## config.mk

```make
export PLATFORM = sky130hd
export DESIGN_NAME = hsis_top
export DESIGN_NICKNAME = d
export VERILOG_FILES = /design/src/design/hsis_pkg.sv /design/src/design/hsis_cfg_if.sv /design/src/design/hsis_uart_cfg.sv /design/src/design/hsis_top.sv
export VERILOG_INCLUDE_DIRS = /design/src /design/src/design
export SDC_FILE = /design/constraint.sdc
export NUM_CORES = 1
export LEC_CHECK = 0
export BUFFER_PORTS_ARGS = -buffer_cell sky130_fd_sc_hd__buf_2
export CORE_AREA = 2 2 60 62
export CTS_CLUSTER_DIAMETER = 80
export DETAILED_ROUTE_END_ITERATION = 10
export DIE_AREA = 0 0 62 64
export GPL_TIMING_DRIVEN = 0
export PLACE_DENSITY = 0.71
export SYNTH_ARGS = -nofsm -noshare
export SYNTH_HDL_FRONTEND = slang
export SYNTH_SLANG_ARGS = --single-unit
```

## constraint.sdc

```tcl
create_clock -name i_ref_clk -period 1.35 [get_ports i_ref_clk]
set_input_delay 0.0675 -clock i_ref_clk [delete_from_list [all_inputs] [get_ports i_ref_clk]]
set_output_delay 0.0675 -clock i_ref_clk [all_outputs]
set_load 0.05 [all_outputs]
```

## src/design/hsis_map.svh

```systemverilog
/*
   Constants of the host serial interface select block: strap codes,
   uart defaults and timing counts.
   Assumes inclusion by the package and the design modules by bare name.
*/
`ifndef HSIS_MAP_SVH
`define HSIS_MAP_SVH

// strap codes {bit1, bit0}
`define HSIS_SEL_SYNC 2'h0
`define HSIS_SEL_UART 2'h1
`define HSIS_SEL_I2C 2'h2
`define HSIS_SEL_NONE 2'h3

// uart defaults
`define HSIS_DEF_START_BITS 2'h1
`define HSIS_DEF_STOP_BITS 2'h1
`define HSIS_DEF_PARITY 2'h0
`define HSIS_BAUD_DEF_BPS 32'd9600

// clock rate
`define HSIS_CLK_HZ 32'd200000000
`define HSIS_DEF_DIVISOR (16'(`HSIS_CLK_HZ / `HSIS_BAUD_DEF_BPS))

`endif

```

## src/design/hsis_pkg.sv

```systemverilog
/*
   Types shared by the host serial interface select block.
   Assumes the constants header is on the include path.
*/
`include "hsis_map.svh"

package hsis_pkg;
   typedef enum logic [1:0] {
      HSIS_IF_SYNC,
      HSIS_IF_UART,
      HSIS_IF_I2C,
      HSIS_IF_NONE
   } hsis_if_t;

   typedef struct packed {
      logic [1:0] start_bits;
      logic [1:0] stop_bits;
      logic [1:0] parity;
      logic [15:0] divisor;
   } hsis_uart_cfg_t;
endpackage

```

## src/design/hsis_cfg_if.sv

```systemverilog
/*
   Interface carrying uart configuration between the top and the uart
   configuration holder.
   Assumes one clock domain.
*/
`timescale 1ns/10ps
interface hsis_cfg_if;
   import hsis_pkg::*;
   logic wr;
   hsis_uart_cfg_t wr_cfg;
   hsis_uart_cfg_t cfg;
   modport top (output wr, output wr_cfg, input cfg);
   modport holder (input wr, input wr_cfg, output cfg);
endinterface

```

## src/design/hsis_uart_cfg.sv

```systemverilog
/*
   Holder of the uart settings; defaults at reset, updated by
   configuration messages.
   Assumes the write strobe is synchronous to i_ref_clk.
*/
`timescale 1ns/10ps
`include "hsis_map.svh"
module hsis_uart_cfg (
   // clock and reset
   input wire logic i_ref_clk,
   input wire logic i_reset_n,
   // configuration link
   hsis_cfg_if.holder cfg_port
);
   import hsis_pkg::*;

   hsis_uart_cfg_t cfg_r;
   hsis_uart_cfg_t cfg_nxt;
   localparam hsis_uart_cfg_t DEF_CFG = '{
      start_bits: `HSIS_DEF_START_BITS,
      stop_bits: `HSIS_DEF_STOP_BITS,
      parity: `HSIS_DEF_PARITY,
      divisor: `HSIS_DEF_DIVISOR
   };

   // next settings: kept until a new message
   always_comb begin
      cfg_nxt = cfg_r;
      if (cfg_port.wr) begin
         cfg_nxt = cfg_port.wr_cfg;
      end
   end

   // register, reset restores defaults
   always_ff @(posedge i_ref_clk or negedge i_reset_n) begin
      if (!i_reset_n) begin
         cfg_r <= DEF_CFG;
      end else begin
         cfg_r <= cfg_nxt;
      end
   end

   assign cfg_port.cfg = cfg_r;

   a_cfg_hold: assert property (@(posedge i_ref_clk) disable iff (!i_reset_n)
      !cfg_port.wr |=> cfg_r == $past(cfg_r))
      else $error("uart settings changed without a message");
endmodule

```

## src/design/hsis_top.sv

```systemverilog
/*
   Host serial interface select and control: strap decode, uart
   enable, uart settings, message ready and standby exit.
   Assumes straps stable out of reset and inputs synchronous to i_ref_clk.
*/
`timescale 1ns/10ps
`include "hsis_map.svh"

module hsis_top (
   // clock and reset
   input wire logic i_ref_clk,
   input wire logic i_reset_n,
   // straps and clock speed
   input wire logic i_if_select_bit0,
   input wire logic i_if_select_bit1,
   input wire logic i_clk_fast,
   // messages from the core
   input wire logic i_msg_pending,
   input wire logic i_msg_taken,
   input wire logic i_uart_config_request_msg,
   input wire hsis_pkg::hsis_uart_cfg_t i_uart_cfg,
   // standby control
   input wire logic i_standby_enter,
   input wire logic i_standby_exit_in,
   // status out
   output hsis_pkg::hsis_if_t o_if_mode,
   output logic o_uart_enable,
   output hsis_pkg::hsis_uart_cfg_t o_uart_cfg,
   output logic o_message_ready_out,
   output logic o_standby,
   output logic o_standby_exit_indication_msg
);
   import hsis_pkg::*;

   typedef enum logic [1:0] {ST_RUN, ST_SLEEP, ST_WAKE} hsis_pwr_t;

   hsis_cfg_if cfg_bus ();

   hsis_if_t mode_r, mode_nxt;
   logic uart_en_r, uart_en_nxt;
   logic mrdy_r, mrdy_nxt;
   logic exit_r, exit_nxt;
   logic exit_ind_r, exit_ind_nxt;
   logic strap_cap_r, strap_cap_nxt;
   hsis_pwr_t pwr_r, pwr_nxt;
   logic [1:0] strap;

   assign strap = {i_if_select_bit1, i_if_select_bit0};

   // uart settings holder
   hsis_uart_cfg u_cfg (
      .i_ref_clk(i_ref_clk),
      .i_reset_n(i_reset_n),
      .cfg_port(cfg_bus.holder)
   );

   // config message only accepted while uart is usable
   assign cfg_bus.wr = i_uart_config_request_msg && uart_en_r;
   assign cfg_bus.wr_cfg = i_uart_cfg;

   // strap decode captured once after reset release
   always_comb begin
      mode_nxt = mode_r;
      strap_cap_nxt = 1'b1;
      if (!strap_cap_r) begin
         unique case (strap)
            `HSIS_SEL_UART: mode_nxt = HSIS_IF_UART;
            `HSIS_SEL_I2C: mode_nxt = HSIS_IF_I2C;
            `HSIS_SEL_SYNC: mode_nxt = HSIS_IF_SYNC;
            `HSIS_SEL_NONE: mode_nxt = HSIS_IF_NONE;
         endcase
      end
      uart_en_nxt = (mode_nxt == HSIS_IF_UART) && !i_clk_fast;
   end

   // message ready: set wins over take
   always_comb begin
      mrdy_nxt = mrdy_r;
      if (i_msg_taken) begin
         mrdy_nxt = 1'b0;
      end
      if (i_msg_pending) begin
         mrdy_nxt = 1'b1;
      end
   end

   // standby sequencing: exit on falling standby exit input
   always_comb begin
      pwr_nxt = pwr_r;
      exit_nxt = i_standby_exit_in;
      exit_ind_nxt = 1'b0;
      unique case (pwr_r)
         ST_RUN: begin
            if (i_standby_enter) begin
               pwr_nxt = ST_SLEEP;
            end
         end
         ST_SLEEP: begin
            if (exit_r && !i_standby_exit_in) begin
               pwr_nxt = ST_WAKE;
            end
         end
         ST_WAKE: begin
            pwr_nxt = ST_RUN;
            exit_ind_nxt = 1'b1;
         end
      endcase
   end

   // state registers
   always_ff @(posedge i_ref_clk or negedge i_reset_n) begin
      if (!i_reset_n) begin
         mode_r <= HSIS_IF_SYNC;
         uart_en_r <= 1'b0;
         strap_cap_r <= 1'b0;
         mrdy_r <= 1'b0;
         pwr_r <= ST_RUN;
         exit_r <= 1'b0;
         exit_ind_r <= 1'b0;
      end else begin
         mode_r <= mode_nxt;
         uart_en_r <= uart_en_nxt;
         strap_cap_r <= strap_cap_nxt;
         mrdy_r <= mrdy_nxt;
         pwr_r <= pwr_nxt;
         exit_r <= exit_nxt;
         exit_ind_r <= exit_ind_nxt;
      end
   end

   // outputs
   assign o_if_mode = mode_r;
   assign o_uart_enable = uart_en_r;
   assign o_uart_cfg = cfg_bus.cfg;
   assign o_message_ready_out = mrdy_r;
   assign o_standby = (pwr_r == ST_SLEEP);
   assign o_standby_exit_indication_msg = exit_ind_r;

   a_uart_fast_off: assert property (@(posedge i_ref_clk) disable iff (!i_reset_n)
      i_clk_fast |=> !o_uart_enable)
      else $error("uart enabled with fast clock");
   a_uart_strap_sel: assert property (@(posedge i_ref_clk) disable iff (!i_reset_n)
      o_uart_enable |-> o_if_mode == HSIS_IF_UART)
      else $error("uart enabled without uart strap");
   a_mode_hold: assert property (@(posedge i_ref_clk) disable iff (!i_reset_n)
      strap_cap_r |=> o_if_mode == $past(o_if_mode))
      else $error("interface mode changed after strap capture");
   a_exit_pulse: assert property (@(posedge i_ref_clk) disable iff (!i_reset_n)
      o_standby_exit_indication_msg |=> !o_standby_exit_indication_msg)
      else $error("standby exit indication longer than one cycle");
   a_mrdy_set: assert property (@(posedge i_ref_clk) disable iff (!i_reset_n)
      i_msg_pending |=> o_message_ready_out)
      else $error("message ready not raised");
   a_mrdy_clear: assert property (@(posedge i_ref_clk) disable iff (!i_reset_n)
      i_msg_taken && !i_msg_pending |=> !o_message_ready_out)
      else $error("message ready not cleared");
   a_standby_wake: assert property (@(posedge i_ref_clk) disable iff (!i_reset_n)
      o_standby && $fell(i_standby_exit_in) |=> ##1 o_standby_exit_indication_msg)
      else $error("standby exit not indicated");
   a_cfg_default: assert property (@(posedge i_ref_clk)
      $rose(i_reset_n) |-> o_uart_cfg.divisor == `HSIS_DEF_DIVISOR)
      else $error("uart default divisor wrong");
   a_cfg_refuse: assert property (@(posedge i_ref_clk) disable iff (!i_reset_n)
      !o_uart_enable |=> o_uart_cfg == $past(o_uart_cfg))
      else $error("uart settings changed while uart off");
   a_i2c_strap: assert property (@(posedge i_ref_clk) disable iff (!i_reset_n)
      $rose(strap_cap_r) && $past(strap) == `HSIS_SEL_I2C |-> o_if_mode == HSIS_IF_I2C)
      else $error("i2c strap not decoded");
endmodule

```

# After elaboration in Yosys (flattened, before gate mapping)
# Cells that the tools add are included.
# Widths: inputs -> output; s select.
dict set report word_totals {
  in_bits 32
  output_inout_bits 28
  wordCells 36
  regBits 31
}
dict set report classes {
  n_mux 8
  n_reduce_logical 9
  n_eq_ne 8
}
# op n
set op_table {}
lappend op_table {{$pmux 2 s4} 1}
lappend op_table {{$eq 2x1->1 const B} 3}
lappend op_table {{$eq 2x2->1 const B} 3}
lappend op_table {{$mux 2} 3}
lappend op_table {{$pmux 2 s3} 1}
lappend op_table {{$logic_not 2->1} 2}
lappend op_table {{$logic_and 1x1->1} 3}
lappend op_table {{$mux 1} 3}
lappend op_table {{$logic_not 1->1} 2}
lappend op_table {{$ne 2x1->1 const B} 1}
lappend op_table {{$ne 2x2->1 const B} 1}
lappend op_table {{$reduce_and 2->1} 1}
lappend op_table {{$reduce_bool 2->1} 1}

# Depth between registers and ports, before layout
dict set report logic_depth {
  word_depth 5
  mapped_depth 5
  depth_no_buf 5
}

# By module
# Synthesis repeated with hierarchy kept, for this count alone.
dict set report hier_totals {
  hier_cells 73
  hier_area_um2 1246.2
}
# mod instances cells_per_inst area_per_inst_um2
set by_module_without_submodules {}
lappend by_module_without_submodules {hsis_uart_cfg 1 46 830.8}
lappend by_module_without_submodules {hsis_top 1 27 415.4}

# Worst setup path after synthesis
# Ideal clock, no wire load.
dict set report synth_timing {
  path_type {flip-flop to flip-flop}
  from {reg pwr_r[1]}
  to {reg pwr_r[1]}
  t_arrival_ns 1.350
  slack_ns -0.125
  setup_ns 0.125
  n_path_buf 0
  t_required_ns 1.225
  stages_incl_launch_ff 5
  cell_sequence {dfrtp_1 -> inv_1 -> ha_1 -> a21oi_2 -> mux2_2}
}
dict set report synth_between {
  elab_chain_cells 3
  elab_cells_between_ends 7
  classes_between {eq/ne: 4; mux: 1; reduce/logical: 2}
}
# item line_no
set synth_rtl {}
lappend synth_rtl {{start: declaration} hsis_top.sv:45} ;# hsis_pwr_t pwr_r, pwr_nxt;
lappend synth_rtl {{start signal: assignment} hsis_top.sv:125} ;# pwr_r <= pwr_nxt;
lappend synth_rtl {{$eq 2x1->1 *} n/a}
lappend synth_rtl {{net o_standby} hsis_top.sv:30} ;# output logic o_standby,
lappend synth_rtl {{$ne 2x1->1 (no line)} n/a}
lappend synth_rtl {{$reduce_and 2->1 (no line)} n/a}
# The timed path passes the listed nets; every way through them passes the cells marked *.
# A chain may end at the register's enable or synchronous reset.

# Worst setup path after layout
dict set report layout_timing {
  from {reg pwr_r[0]}
  to {reg pwr_r[1]}
}
dict set report layout_between {
  elab_chain_cells 3
  elab_cells_between_ends 7
  classes_between {eq/ne: 4; mux: 1; reduce/logical: 2}
}
# item line_no
set layout_rtl {}
lappend layout_rtl {{$eq 2x1->1 or $logic_not 2->1 (tied branches)} hsis_top.sv:92} ;# unique case (pwr_r)
lappend layout_rtl {{$ne 2x1->1 (no line) or $ne 2x2->1 (tied branches)} n/a}
lappend layout_rtl {{$reduce_and 2->1 (no line)} n/a}
# Several ways; a longest one is shown, not always the timed one.

==> results.yml <==
run_status:
  status: "complete, no violations"
global_routing:
  grt_pass1_wl_um: 4326
  grt_start_max_net_pins: 32
  grt_pass1_vias: 1039
  antenna_found_initial: 0
  grt-ovfl-total: 0
  grt.total_usage_pct: 15.29
sta:
  hold-worst-slack_ns: 0.1645
  max_freq_mhz: 756.9
  fin_skew_ns: 0.006218
  setup_viol: 0
  period_needed_ns: 1.321
  worst_slew_pin_slew_ns: 0.6563
  final_max_slew_viol_count: 0
  final_hold_viol_count: 0
  relSlewSlack_pct: 56.24
  post-route-period-util_pct: 97.87
synth:
  syn-cell-area_mm2: 0.001287
  synth_top_cell_area_share_pct: 44.70
  synthCells: 73
  yosys.area.top_type: "dfrtp_1"
  ys_types: 15
  ys_seq_area_share_pct: 61.03
  synth_edf_count: 0
  synth_most_common_cell: "dfrtp_1"
  synth.ff_latch_count: 31
  synthTopCellsByCount: "dfrtp_1, mux2_4, dfstp_2"
  async_flop_share_pct: 100.0
  synth_area_leaders: "dfrtp_1, mux2_4, dfstp_2"
  synth_flop_cell: "dfrtp_1"
  ys_warn_count: 0
  syn-num-nets: 109
  avgSynthCellArea_um2: 17.64
clocking:
  cts_max_level: 2
  cts-root-buf: "clkbuf_4"
  clkLatencyLatePin_ns: 0.32
  numCtsBuffers: 5
  clock_path_buffers: 2
  cts.sink_count: 31
  clk_pin_slew_ns: 0.09
  cts_tree: "built"
route:
  wl_per_cell_um: 13.09
  antenna_left: 0
  wl_um: 2866
  drc: 0
  viasPerCell: 4.265
  first_pass_iters: 3
  drt_iter0_drc: 17
  num_vias: 934
worst_hold_path:
  worstHoldPathType: "in2reg"
  hold_depth: 3
  hp-start: "i_uart_config_request_msg"
floorplanning:
  die_y_um: 64
  die_area_mm2: 0.003968
  rows: 21
  start_util_pct: 39.20
  fp.dieW_um: 62
  coreArea_mm2: 0.003284
  ios: 60
place:
  numPlacedInstances: 178
  gp_congestion: 0.6494
  port_buffers: 59
  dp_hpwl_um: 1691
setup_path:
  critPathArrivalTime_ns: 1.53
  required_ns: 1.56
  critPathLaunch: "pwr_r[0]$_DFFE_PN0P_"
  path_class: "reg2reg"
  regToRegStartpoint: "pwr_r[0]$_DFFE_PN0P_"
  worst_setup_path_end_kind: "flop"
  worstRegToRegCells: 5
  crit_fanout: 3
  start_kind: "flop"
finish:
  final_nets: 208
  num-fill-cells: 262
  drive_gt1_share_pct: 65.90
  antenna_cells: 0
  syn_to_final_growth_pct: 61.13
  multi_input_area_um2: 501.7
  final_cells: 219
  regArea_um2: 787.0
pwr:
  power.density_mw_per_mm2: 1931
  p_leak_nw: 1.079
  ir_drop_v: 0.001042
job:
  maxCapViolations: 0
[layout make-up]
| class | instances | area share [%] |
|---|---|---|
| repair buffers | 92 | 30.16 |
| well taps | 46 | 2.774 |
| clock buffers | 8 | 3.317 |
| multi-input cells | 37 | 24.19 |
| plain buffers | 2 | 1.086 |
| flip-flops and latches | 31 | 37.94 |
| inverters | 3 | 0.5428 |
[critical path, cell delays in order, from the launching register on]
cell and delay (ns):
dfrtp_1 0.39, inv_2 0.06, ha_2 0.18, nor2b_4 0.13, a21oi_4 0.15, mux2_4 0.32
[layer usage]
| metal | vias up | track usage, % | part of all wire (%) |
|---|---|---|---|
| met5 | - | 0 | 0 |
| met2 | 42 | 29.17 | 53 |
| li1 | 446 | - | - |
| met3 | 4 | 5.466 | 6.4 |
| met1 | 442 | 13.73 | 40 |
| met4 | 0 | 5.585 | 0.84 |
[power breakdown]
group / internal, W / leakage, nW / switching (W)
clock network: 0.000306 / 0.0386 / 0.000295
logic: 0.000771 / 0.682 / 0.00126
registers: 0.00124 / 0.358 / 0.000138
[per-stage QoR]
step	setup TNS, ns	setup slack, ns	total power (W)	area [um2]	utilization, %
after global routing	-0.007394	-0.007394	0.004219	2074	63.16
after CTS	-0.004631	-0.004631	0.003886	2024	61.64
after global placement	-0.002086	-0.002086	0.003071	1644	50.06
after floorplan	0	0.02154	0.002746	1291	-
after detailed placement	-0.07380	-0.07380	0.003123	1644	50.06
final	0	0.02881	0.004005	2074	63.16
[cell families after synthesis]
logic type / Yosys count / synth area share [%]
fa+ha+maj: 4 / 3.887
flops: 31 / 61.03
compound gates: 2 / 1.264
mux: 26 / 28.47
buf+inv: 5 / 2.624
simple gates: 4 / 2.430
other cells: 1 / 0.2913
[final timing paths]
check / to / slack [ns]
min in group asynchronous: u_cfg.cfg_port.cfg[9]$_DFFE_PN0P_ / 0.33
worst min register to register: u_cfg.cfg_port.cfg[1]$_DFFE_PN0P_ / 0.51
worst max register to register: pwr_r[1]$_DFFE_PN0P_ / 0.03
worst min-delay path: u_cfg.cfg_port.cfg[20]$_DFFE_PN1P_ / 0.16
worst max-delay path: pwr_r[1]$_DFFE_PN0P_ / 0.03
max in group asynchronous: o_uart_enable$_DFF_PN0_ / 0.56
[cell usage in the layout, fill, tap and decap left out]
cell type / n
mux2_2: 4
dfrtp_2: 1
nor3b_2: 1
buf_2: 58
dfstp_2: 8
clkbuf_8: 2
inv_2: 2
buf_4: 3
buf_6: 4
clkbuf_4: 5
mux2i_1: 1
ha_1: 2
clkbuf_1: 1
a21o_1: 1
ha_2: 1
mux2_4: 21
ha_4: 1
a21oi_4: 1
conb_1: 1
dfrtp_1: 22
inv_1: 1
dlygate4sd3_1: 29
nor2b_4: 1
nand2_2: 1
nand2b_1: 1
[flip-flops by register name, summed over array words and instances (netlist names)]
register / count
o_if_mode: 2
pwr_r: 2
o_message_ready_out: 1
strap_cap_r: 1
o_uart_enable: 1
u_cfg.cfg_port.cfg: 22
exit_r: 1
o_standby_exit_indication_msg: 1
[repair_timing]
item / in CTS / in global routing
buffers inserted: 2 / 2
pin swaps: 0 / 1
hold endpoints to repair: 50 / 0
hold buffers: 29 / 0
setup endpoints to repair: 2 / 2
gates resized for setup: 2 / 9
Note: power is estimated with default switching activity, not from simulation.
